**config.mk**
```make
export PLATFORM = sky130hd
export DESIGN_NAME = scpm_top
export DESIGN_NICKNAME = d
export VERILOG_FILES = /design/src/design/scpm_pkg.sv /design/src/design/scpm_clk_gen.sv /design/src/design/scpm_top.sv
export SDC_FILE = /design/constraint.sdc
export NUM_CORES = 1
export LEC_CHECK = 0
export ABC_AREA = 0
export BUFFER_PORTS_ARGS = -buffer_cell sky130_fd_sc_hd__buf_2
export CAP_MARGIN = 20
export CORE_ASPECT_RATIO = 1.1
export CORE_UTILIZATION = 39
export CTS_BUF_LIST = sky130_fd_sc_hd__clkbuf_2
export CTS_CLUSTER_DIAMETER = 80
export DETAILED_ROUTE_END_ITERATION = 8
export GPL_ROUTABILITY_DRIVEN = 1
export PLACE_DENSITY = 0.82
export SKIP_CTS_REPAIR_TIMING = 1
export SLEW_MARGIN = 20
export SYNTH_ARGS = -nofsm -noshare
export SYNTH_HDL_FRONTEND = slang
export SYNTH_SLANG_ARGS = --single-unit
```
**constraint.sdc**
```tcl
create_clock -name hclk -period 1.55 [get_ports hclk]
set_input_delay 0.31 -clock hclk [delete_from_list [all_inputs] [get_ports hclk]]
set_output_delay 0.31 -clock hclk [all_outputs]
set_load 0.05 [all_outputs]
```
**src/design/scpm_pkg.sv**
```systemverilog
// Package: register map, field positions and timing constants for socket clock power management
package scpm_pkg;
    localparam logic [7:0]  SCPM_PWR_MGMT_OFFSET = 8'h20;
    localparam logic [31:0] SCPM_PWR_MGMT_RESET  = 32'h00000000;
    localparam int          SCPM_ACCESS_BIT      = 25;
    localparam int          SCPM_RATE_BIT        = 24;
    localparam int          SCPM_ENABLE_BIT      = 16;
    localparam int          SCPM_SELECT_BIT      = 0;
    localparam int          SCPM_IDLE_CLOCKS     = 8;
    localparam logic [3:0]  SCPM_IDLE_LAST       = 4'(SCPM_IDLE_CLOCKS - 1);
    localparam int          SCPM_SLOW_DIVIDE     = 16;
    localparam logic [3:0]  SCPM_DIV_LAST        = 4'(SCPM_SLOW_DIVIDE - 1);
    typedef enum logic [1:0] {
        SCPM_CLK_RUN,
        SCPM_CLK_STOPPED,
        SCPM_CLK_SLOW
    } scpm_clk_e;
endpackage

```
**src/design/scpm_clk_gen.sv**
```systemverilog
// Card clock enable generator: run, stopped, or divided by sixteen
`timescale 1ns/100ps
`default_nettype none
module scpm_clk_gen
    import scpm_pkg::*;
(
    input  wire logic                hclk,
    input  wire logic                global_reset_n,
    input  wire scpm_pkg::scpm_clk_e mode,
    output logic                     card_clk_en
);
    import scpm_pkg::*;
    logic [3:0] div_reg;
    wire        div_wrap = (div_reg == SCPM_DIV_LAST);

    // Divider and enable pulse for the card clock
    always_ff @(posedge hclk or negedge global_reset_n) begin
        if (!global_reset_n) begin
            div_reg     <= 4'h0;
            card_clk_en <= 1'b0;
        end else begin
            div_reg     <= div_wrap ? 4'h0 : div_reg + 4'h1;
            unique case (mode)
                SCPM_CLK_RUN:     card_clk_en <= 1'b1;
                SCPM_CLK_STOPPED: card_clk_en <= 1'b0;
                SCPM_CLK_SLOW:    card_clk_en <= div_wrap;
                default:          card_clk_en <= 1'b1;
            endcase
        end
    end
endmodule
`default_nettype wire

```
**src/design/scpm_top.sv**
```systemverilog
// Top: AHB-Lite slave with socket power management register and idle clock control
//
// Design decision made here: the AHB-Lite interface to the registers.
`timescale 1ns/100ps
`default_nettype none
module scpm_top
    import scpm_pkg::*;
(
    input  wire logic        hclk,
    input  wire logic        hresetn,
    input  wire logic        global_reset_pin_n,
    input  wire logic        hsel,
    input  wire logic [7:0]  haddr,
    input  wire logic [1:0]  htrans,
    input  wire logic        hwrite,
    input  wire logic [2:0]  hsize,
    input  wire logic        hready,
    input  wire logic [31:0] hwdata,
    output logic [31:0]      hrdata,
    output logic             hreadyout,
    output logic             hresp,
    input  wire logic        socket_access,
    input  wire logic        socket_busy,
    input  wire logic        host_clk_stop_ok,
    input  wire logic        host_independent_clock_stop,
    output logic             card_clk_en,
    output logic             card_clk_reduced
);
    import scpm_pkg::*;

    // Registers
    logic        enable_reg;
    logic        select_reg;
    logic        accessed_reg;
    logic        changed_reg;
    logic        wr_pend_reg;
    logic [3:0]  idle_cnt_reg;
    scpm_clk_e   mode_reg;
    scpm_clk_e   mode_next;

    // Address phase decode
    wire         addr_hit  = (haddr == SCPM_PWR_MGMT_OFFSET);
    wire         xfer      = hsel && hready && htrans[1];
    wire         wr_start  = xfer && hwrite && addr_hit;
    wire         rd_start  = xfer && !hwrite && addr_hit;

    // Register read image, unused bits zero
    wire [31:0]  reg_image = ({31'h0, select_reg} << SCPM_SELECT_BIT)
                           | ({31'h0, enable_reg} << SCPM_ENABLE_BIT)
                           | ({31'h0, changed_reg} << SCPM_RATE_BIT)
                           | ({31'h0, accessed_reg} << SCPM_ACCESS_BIT);
    wire [31:0]  rd_next   = rd_start ? reg_image : 32'h0;

    // Idle detection and clock mode selection
    wire         idle_done = (idle_cnt_reg == SCPM_IDLE_LAST);
    wire         host_ok   = host_independent_clock_stop || host_clk_stop_ok;
    wire         may_idle  = enable_reg && idle_done && !socket_busy && host_ok;
    always_comb begin
        if (may_idle && select_reg) begin
            mode_next = SCPM_CLK_SLOW;
        end else if (may_idle) begin
            mode_next = SCPM_CLK_STOPPED;
        end else begin
            mode_next = SCPM_CLK_RUN;
        end
    end

    // Bus response, zero wait state slave
    always_ff @(posedge hclk or negedge hresetn) begin
        if (!hresetn) begin
            hrdata      <= 32'h0;
            hreadyout   <= 1'b1;
            hresp       <= 1'b0;
            wr_pend_reg <= 1'b0;
        end else begin
            if (hready) begin
                hrdata <= rd_next;
            end
            hreadyout   <= 1'b1;
            hresp       <= 1'b0;
            wr_pend_reg <= hready ? wr_start : wr_pend_reg;
        end
    end

    // Control bits on bus reset
    always_ff @(posedge hclk or negedge hresetn) begin
        if (!hresetn) begin
            enable_reg <= 1'b0;
            select_reg <= 1'b0;
        end else if (wr_pend_reg && hready) begin
            enable_reg <= hwdata[SCPM_ENABLE_BIT];
            select_reg <= hwdata[SCPM_SELECT_BIT];
        end
    end

    // Status bits on global reset only; set wins over read clear
    always_ff @(posedge hclk or negedge global_reset_pin_n) begin
        if (!global_reset_pin_n) begin
            accessed_reg <= 1'b0;
            changed_reg  <= 1'b0;
        end else begin
            if (socket_access) begin
                accessed_reg <= 1'b1;
            end else if (rd_start) begin
                accessed_reg <= 1'b0;
            end
            changed_reg <= (mode_next == SCPM_CLK_SLOW);
        end
    end

    // Idle counter and clock mode
    always_ff @(posedge hclk or negedge hresetn) begin
        if (!hresetn) begin
            idle_cnt_reg     <= 4'h0;
            mode_reg         <= SCPM_CLK_RUN;
            card_clk_reduced <= 1'b0;
        end else begin
            if (socket_busy || socket_access) begin
                idle_cnt_reg <= 4'h0;
            end else if (!idle_done) begin
                idle_cnt_reg <= idle_cnt_reg + 4'h1;
            end
            mode_reg         <= mode_next;
            card_clk_reduced <= (mode_next != SCPM_CLK_RUN);
        end
    end

    // Card clock enable generator
    scpm_clk_gen u_clk_gen (
        .hclk           (hclk),
        .global_reset_n (hresetn),
        .mode           (mode_reg),
        .card_clk_en    (card_clk_en)
    );

    // Checks: access flag set by card activity
    chk_access_sets: assert property (
        @(posedge hclk) disable iff (!global_reset_pin_n)
        socket_access |=> accessed_reg
    ) else $error("access flag not set");

    // Checks: register read clears the access flag
    chk_read_clears: assert property (
        @(posedge hclk) disable iff (!global_reset_pin_n)
        rd_start && !socket_access |=> !accessed_reg
    ) else $error("access flag not cleared");

    // Checks: read data carries the flag as it stood before the clear
    chk_read_flag: assert property (
        @(posedge hclk) disable iff (!hresetn || !global_reset_pin_n)
        rd_start |=> hrdata[SCPM_ACCESS_BIT] == $past(accessed_reg)
    ) else $error("read data lost access flag");

    // Checks: rate flag follows slow mode
    chk_rate_flag: assert property (
        @(posedge hclk) disable iff (!hresetn || !global_reset_pin_n)
        changed_reg == (mode_reg == SCPM_CLK_SLOW)
    ) else $error("rate flag mismatch");

    // Checks: no reduction while control is disabled
    chk_disable_runs: assert property (
        @(posedge hclk) disable iff (!hresetn)
        !enable_reg |=> mode_reg == SCPM_CLK_RUN
    ) else $error("clock reduced while disabled");

    // Checks: a bus write lands in the enable bit
    chk_write_lands: assert property (
        @(posedge hclk) disable iff (!hresetn)
        wr_pend_reg && hready |=> enable_reg == $past(hwdata[SCPM_ENABLE_BIT])
    ) else $error("enable write lost");

    // Checks: run mode gives a running card clock one cycle later
    chk_run_clock: assert property (
        @(posedge hclk) disable iff (!hresetn)
        mode_reg == SCPM_CLK_RUN |=> card_clk_en
    ) else $error("card clock missing in run mode");

    // Checks: stopped mode gives no card clock one cycle later
    chk_stop_mode: assert property (
        @(posedge hclk) disable iff (!hresetn)
        mode_reg == SCPM_CLK_STOPPED |=> !card_clk_en
    ) else $error("stopped clock ran");

    // Checks: stop mode only with select clear and control enabled
    chk_stop_select: assert property (
        @(posedge hclk) disable iff (!hresetn)
        mode_reg == SCPM_CLK_STOPPED |-> $past(enable_reg) && !$past(select_reg)
    ) else $error("stop without stop select");

    // Checks: slow clock pulses are single cycles
    chk_slow_gap: assert property (
        @(posedge hclk) disable iff (!hresetn)
        $rose(card_clk_en) && mode_reg == SCPM_CLK_SLOW && $past(mode_reg) == SCPM_CLK_SLOW
        |=> !card_clk_en
    ) else $error("slow clock too fast");

    // Checks: slow mode only with select set and control enabled
    chk_slow_select: assert property (
        @(posedge hclk) disable iff (!hresetn)
        mode_reg == SCPM_CLK_SLOW |-> $past(enable_reg) && $past(select_reg)
    ) else $error("slow without slow select");

    // Checks: unused bit ranges read zero
    chk_reserved_zero: assert property (
        @(posedge hclk) disable iff (!hresetn)
        (hrdata & 32'hFCFEFFFE) == 32'h0
    ) else $error("reserved bits nonzero");

    // Checks: bus reset leaves the status flag alone
    chk_status_hold: assert property (
        @(posedge hclk) disable iff (!global_reset_pin_n)
        $rose(hresetn) && $past(accessed_reg) |-> accessed_reg
    ) else $error("bus reset cleared status");

    // Checks: busy socket keeps the clock running
    chk_idle_wait: assert property (
        @(posedge hclk) disable iff (!hresetn)
        socket_busy |=> mode_reg == SCPM_CLK_RUN ##1 mode_reg == SCPM_CLK_RUN
    ) else $error("early clock stop");

    // Checks: reduction only after the full idle count
    chk_idle_count: assert property (
        @(posedge hclk) disable iff (!hresetn)
        mode_reg != SCPM_CLK_RUN |-> $past(idle_cnt_reg) == SCPM_IDLE_LAST
    ) else $error("reduction before idle count");

    // Checks: reduction only when the host side permits it
    chk_host_gate: assert property (
        @(posedge hclk) disable iff (!hresetn)
        mode_reg != SCPM_CLK_RUN |-> $past(host_independent_clock_stop || host_clk_stop_ok)
    ) else $error("reduction without host permission");

    // Checks: rate flag drops when slow mode ends
    chk_rate_restore: assert property (
        @(posedge hclk) disable iff (!hresetn || !global_reset_pin_n)
        $fell(mode_reg == SCPM_CLK_SLOW) |-> !changed_reg
    ) else $error("rate flag stuck");
endmodule
`default_nettype wire

```
; Yosys cells after proc, flatten, opt, wreduce, memory -nomap -nowiden
; Cells that the tools add are included.
[totals]
in_bits = 55
out_inout_bits = 36
regBits = 49
wordCells = 49
[op_classes]
bitwise = 3
n_eq_ne = 7
addsub = 2
mux = 9
reduce_logical = 17
[op_table]
columns = cell, count
row1 = 2-to-1 mux 26 bit, 1
row2 = bitwise OR 25 x 26 -> 26 bit, 1
row3 = bitwise OR 17 x 25 -> 25 bit, 1
row4 = bitwise OR 1 x 17 -> 17 bit, 1
row5 = 2-to-1 mux 4 bit, 3
row6 = logical AND 1 bit, 11
row7 = "adder 4 x 1 -> 4 bit, second input constant", 2
row8 = "== test 8 x 6 -> 1 bit, second input constant", 1
row9 = "== test 2 bit, second input constant", 2
row10 = "== test 4 x 3 -> 1 bit, second input constant", 1
row11 = "== test 4 bit, second input constant", 1
row12 = nonzero test 2 bit, 2
row13 = 2-to-1 mux 1 bit, 3
row14 = "== test 2 x 1 -> 1 bit, second input constant", 1
row15 = logical NOT 1 bit, 2
row16 = logical OR 1 bit, 2
row17 = 2-to-1 mux 2 bit, 1
row18 = "!= test 2 x 1 -> 1 bit, second input constant", 1
row19 = case mux 1 bit (2 select lines), 1

; Logic depth before layout (Yosys ltp)
[depth]
ltp_word = 7
mapped_depth = 4

; Hierarchy
; From an unflattened synthesis, not the netlist that was laid out.
[hier_totals]
hier_cells = 96
hier_area_um2 = 1097.3
[by_module_without_submodules]
columns = module, area_per_inst_um2, n_inst, cells_per_inst
row1 = scpm_top, 902.1, 1, 81
row2 = scpm_clk_gen, 195.2, 1, 15

; Worst setup path before layout
; OpenSTA, ideal clock, no wires.
[synth_timing]
path_kind = register -> register
startpoint = reg idle_cnt_reg[0]
endpoint = reg changed_reg
path_slack_ps = 395
t_required_ps = 1480
setup_time_ps = 70
stages_incl_launch_ff = 5
arrival_ps = 1085
cell_sequence = dfrtp_1 ha_1 nand3b_4 nor4b_4 and2_1
[synth_between]
elab_chain_cells = 7
[synth_lines]
columns = item, line
row1 = start: declaration, scpm_top.sv:37  ; logic [3:0] idle_cnt_reg;
row2 = start signal: assignment, scpm_top.sv:121  ; idle_cnt_reg <= idle_cnt_reg + 4'h1;
row3 = == test 4 x 3 -> 1 bit, scpm_top.sv:55  ; wire idle_done = (idle_cnt_reg == SCPM_IDLE_LAST);
row4 = logical AND 1 bit (3 in a row), scpm_top.sv:57  ; wire may_idle = enable_reg && idle_done && !socket_busy && host_ok;
row5 = logical AND 1 bit, scpm_top.sv:59  ; if (may_idle && select_reg) begin
row6 = 2-to-1 mux 2 bit, scpm_top.sv:59
row7 = net mode_next[1], scpm_top.sv:39  ; scpm_clk_e mode_next;
row8 = == test 2 bit, scpm_top.sv:107  ; changed_reg <= (mode_next == SCPM_CLK_SLOW);
row9 = end signal: assignment, scpm_top.sv:107
row10 = end: declaration, scpm_top.sv:35  ; logic changed_reg;
; The timed path passes the listed nets, and every way through them passes these cells.
; A chain may end at the register's enable or synchronous reset.

; Worst setup path in the final report
[layout_timing]
startpoint = reg idle_cnt_reg[0]
endpoint = reg mode_reg[1]
[layout_between]
elab_chain_cells = 6
[layout_lines]
columns = item, line
row1 = == test 4 x 3 -> 1 bit, scpm_top.sv:55
row2 = logical AND 1 bit (3 in a row), scpm_top.sv:57
row3 = logical AND 1 bit, scpm_top.sv:59
row4 = 2-to-1 mux 2 bit, scpm_top.sv:59
row5 = net mode_next[1], scpm_top.sv:39
row6 = end signal: assignment, scpm_top.sv:123  ; mode_reg <= mode_next;
row7 = end: declaration, scpm_top.sv:38  ; scpm_clk_e mode_reg;
; The timed path passes the listed nets, and every way through them passes these cells.

==> flow_summary.ini <==
[run_status]
violations = design-rule violations
status = finished with violations

[timing]
fin_worst_skew_ns = 0.00193
fin_crit_ns = 1.32
setup_tns_ns = 0
whs_ns = 0.188
rsz0062_at_grt = no
fmax_mhz = 759
drv_slew = 0
setup_viol = 0
post-route-period-util_pct = 85.0
hold_viol = 0

[grt]
grt_max_degree = 20
grt_pass1_wl_um = 2970
antenna_found_initial = 0
gr-total-overflow = 0
grt_usage_pct = 13.1
first_global_vias = 654

[synth]
synthDistinctLibCells = 29
yosysTopAreaCell = dfrtp_1
synth_top_family_by_area = buffers and inverters
synth_fa_ha_area_share_pct = 2.22
synth.top_cells.by_area = dfrtp_1, buf_4, o22ai_1, inv_1, ha_1
synth-simple-area-share_pct = 15.0
ys_warn_count = 0
syn-cell-area_um2 = 1130
synth_top_area_share_pct = 46.6
ys_ff_latch = 21
synth_xor_area_share_pct = 2.33
syn_inst = 106
synth_mux_area_share_pct = 2.89
synth_compound_area_share_pct = 7.66
avgSynthCellArea_um2 = 10.6
yosysSeqAreaShare_pct = 46.6

[power]
peakVddDrop_mv = 0.645
p_per_area_nw_per_um2 = 837
switching_share_pct = 36.3
power.internal_uw = 649
p_total_mw = 1.02
leakagePower_nw = 0.665
power_switching_uw = 370
pwr-share-seq_pct = 55.3
combPwrFrac_pct = 22.5
clockPowerShare_pct = 22.2

[cts]
cts-root-buf = clkbuf_2
cts_sinks = 21
clk_latency_ns = 0.32
htree_levels = 1
numCtsBuffers = 3
cts_tree = yes
clkTransAtPathRegs_ns = 0.19
clk_path_buf_depth = 2

[finish]
drive_above_1_share_pct = 27.9
most-common-layout-cells = conb_1, buf_2, dfrtp_1, inv_1
regArea_um2 = 526
multi_input_area_um2 = 452
n_antenna_cell = 0
nets = 194
layout_commonest_cell = conb_1
n_fill_cell = 265
syn_to_final_growth_pct = 8.10

[setup_path]
cp_num_buf_inv = 0
crit_type = reg -> reg
critical_path_arrival_ns = 1.59
critical-path-slowest-cell = dfrtp_1
slowest_delay_ns = 0.43
cp-end-kind = flip-flop
path_cells = ha_1 -> nand3b_4 -> nor4b_4 -> and2_1
crit_family = simple AND/OR/NAND/NOR gates
cp-start-kind = flip-flop
path_max_fanout = 4
crit_required_ns = 1.83

[floorplanning]
die_area_um2 = 3110
initial_utilization_pct = 41.0
die_x_um = 53.3
placementRows = 20
core_area_um2 = 2750
num_io_pins = 91
die_height_um = 58.4

[detailed_routing]
vias = 780
postRouteAntennaNets = 0
drt_iter0_markers = 34
wirelength_um = 1880
viasPerCell = 4.62
drc = 1
wl_per_cell_um = 11.1
firstDrtPassIters = 6

[flow_run]
cap_violations = 0

[placed_design]
io_buffers = 26
place_congestion = 0.725
dp_hpwl_um = 1480

[min_path]
hp-class = in -> reg
-- power groups by stage --
stage                     combinational, mW  sequential (mW)  clock [mW]
final                                 0.230            0.563       0.227
after global routing                  0.244            0.565       0.257
after CTS                             0.225            0.563       0.221
after detailed placement              0.224            0.573           0
after global placement                0.220            0.572           0
after floorplan                       0.238            0.570           0
-- logic make-up after synthesis --
group                      Yosys count
other                                2
xor gates and xnor gates             3
AOI/OAI and AO/OA                   14
DFF                                 21
muxes                                3
adders and majority gates            2
and+or+nand+nor                     23
buffers and inverters               38
-- cell usage after synthesis --
master	instances
buf_4	30
dfrtp_1	21
inv_1	8
nand2_1	5
o22ai_1	5
nor2_1	4
o21ai_0	3
a21oi_1	2
a31oi_1	2
conb_1	2
ha_1	2
mux2_2	2
nand3_1	2
nor3_1	2
xnor2_1	2
a311oi_1	1
a41oi_1	1
and2_1	1
and2b_1	1
and3_1	1
and3_2	1
mux2i_1	1
nand3_2	1
nand3b_4	1
nor2b_1	1
nor4_2	1
nor4b_2	1
nor4b_4	1
xor2_1	1
-- routing by layer --
| layer | GRT usage (%) | up-vias | part of all wire (%) |
|---|---|---|---|
| met5 | 0 | - | 0 |
| met4 | 5.64 | 0 | 2.5 |
| met3 | 3.10 | 10 | 6.6 |
| met2 | 20.9 | 47 | 50 |
| met1 | 16.8 | 368 | 41 |
| li1 | - | 355 | - |
-- worst register-to-register path: cells and delay by family, from the launching register on --
family / cells / cell delay (ns)
AND/OR/NAND/NOR: 3 / 0.59
flip-flops: 1 / 0.43
adder cells (fa/ha/maj): 1 / 0.25
-- stage by stage --
stage / setup slack, ns / util [%] / std cells / cell area [um^2]
floorplan: 0.395 / - / 134 / 1230
global placement: 0.311 / 42.8 / 163 / 1180
detailed placement: 0.268 / 42.8 / 163 / 1180
CTS: 0.224 / 43.5 / 167 / 1200
global route: 0.146 / 44.3 / 169 / 1220
finish: 0.232 / 44.3 / 169 / 1220
-- area by class of cell --
class / count / area share, %
Tap cell: 33 / 3.39
Sequential cell: 21 / 43.1
Timing Repair Buffer: 28 / 12.3
Clock buffer: 3 / 1.23
Clock inverter: 1 / 0.411
Inverter: 8 / 2.46
Multi-Input combinational cell: 75 / 37.1
-- path summary, 6_finish.rpt --
| check | from | endpoint | slack, ns | cells after the start |
|---|---|---|---|---|
| min in group asynchronous | global_reset_pin_n | changed_reg | 0.26 | 2 |
| worst max register to register | idle_cnt_reg[0] | mode_reg[1] | 0.23 | 4 |
| worst min register to register | mode_reg[0] | u_clk_gen.card_clk_en | 0.46 | 1 |
| max in group asynchronous | hresetn | mode_reg[1] | 0.86 | 2 |
| worst min-delay path | socket_busy | idle_cnt_reg[0] | 0.19 | 2 |
| worst max-delay path | idle_cnt_reg[0] | mode_reg[1] | 0.23 | 4 |
No activity file was read; power rests on OpenSTA's default activity.
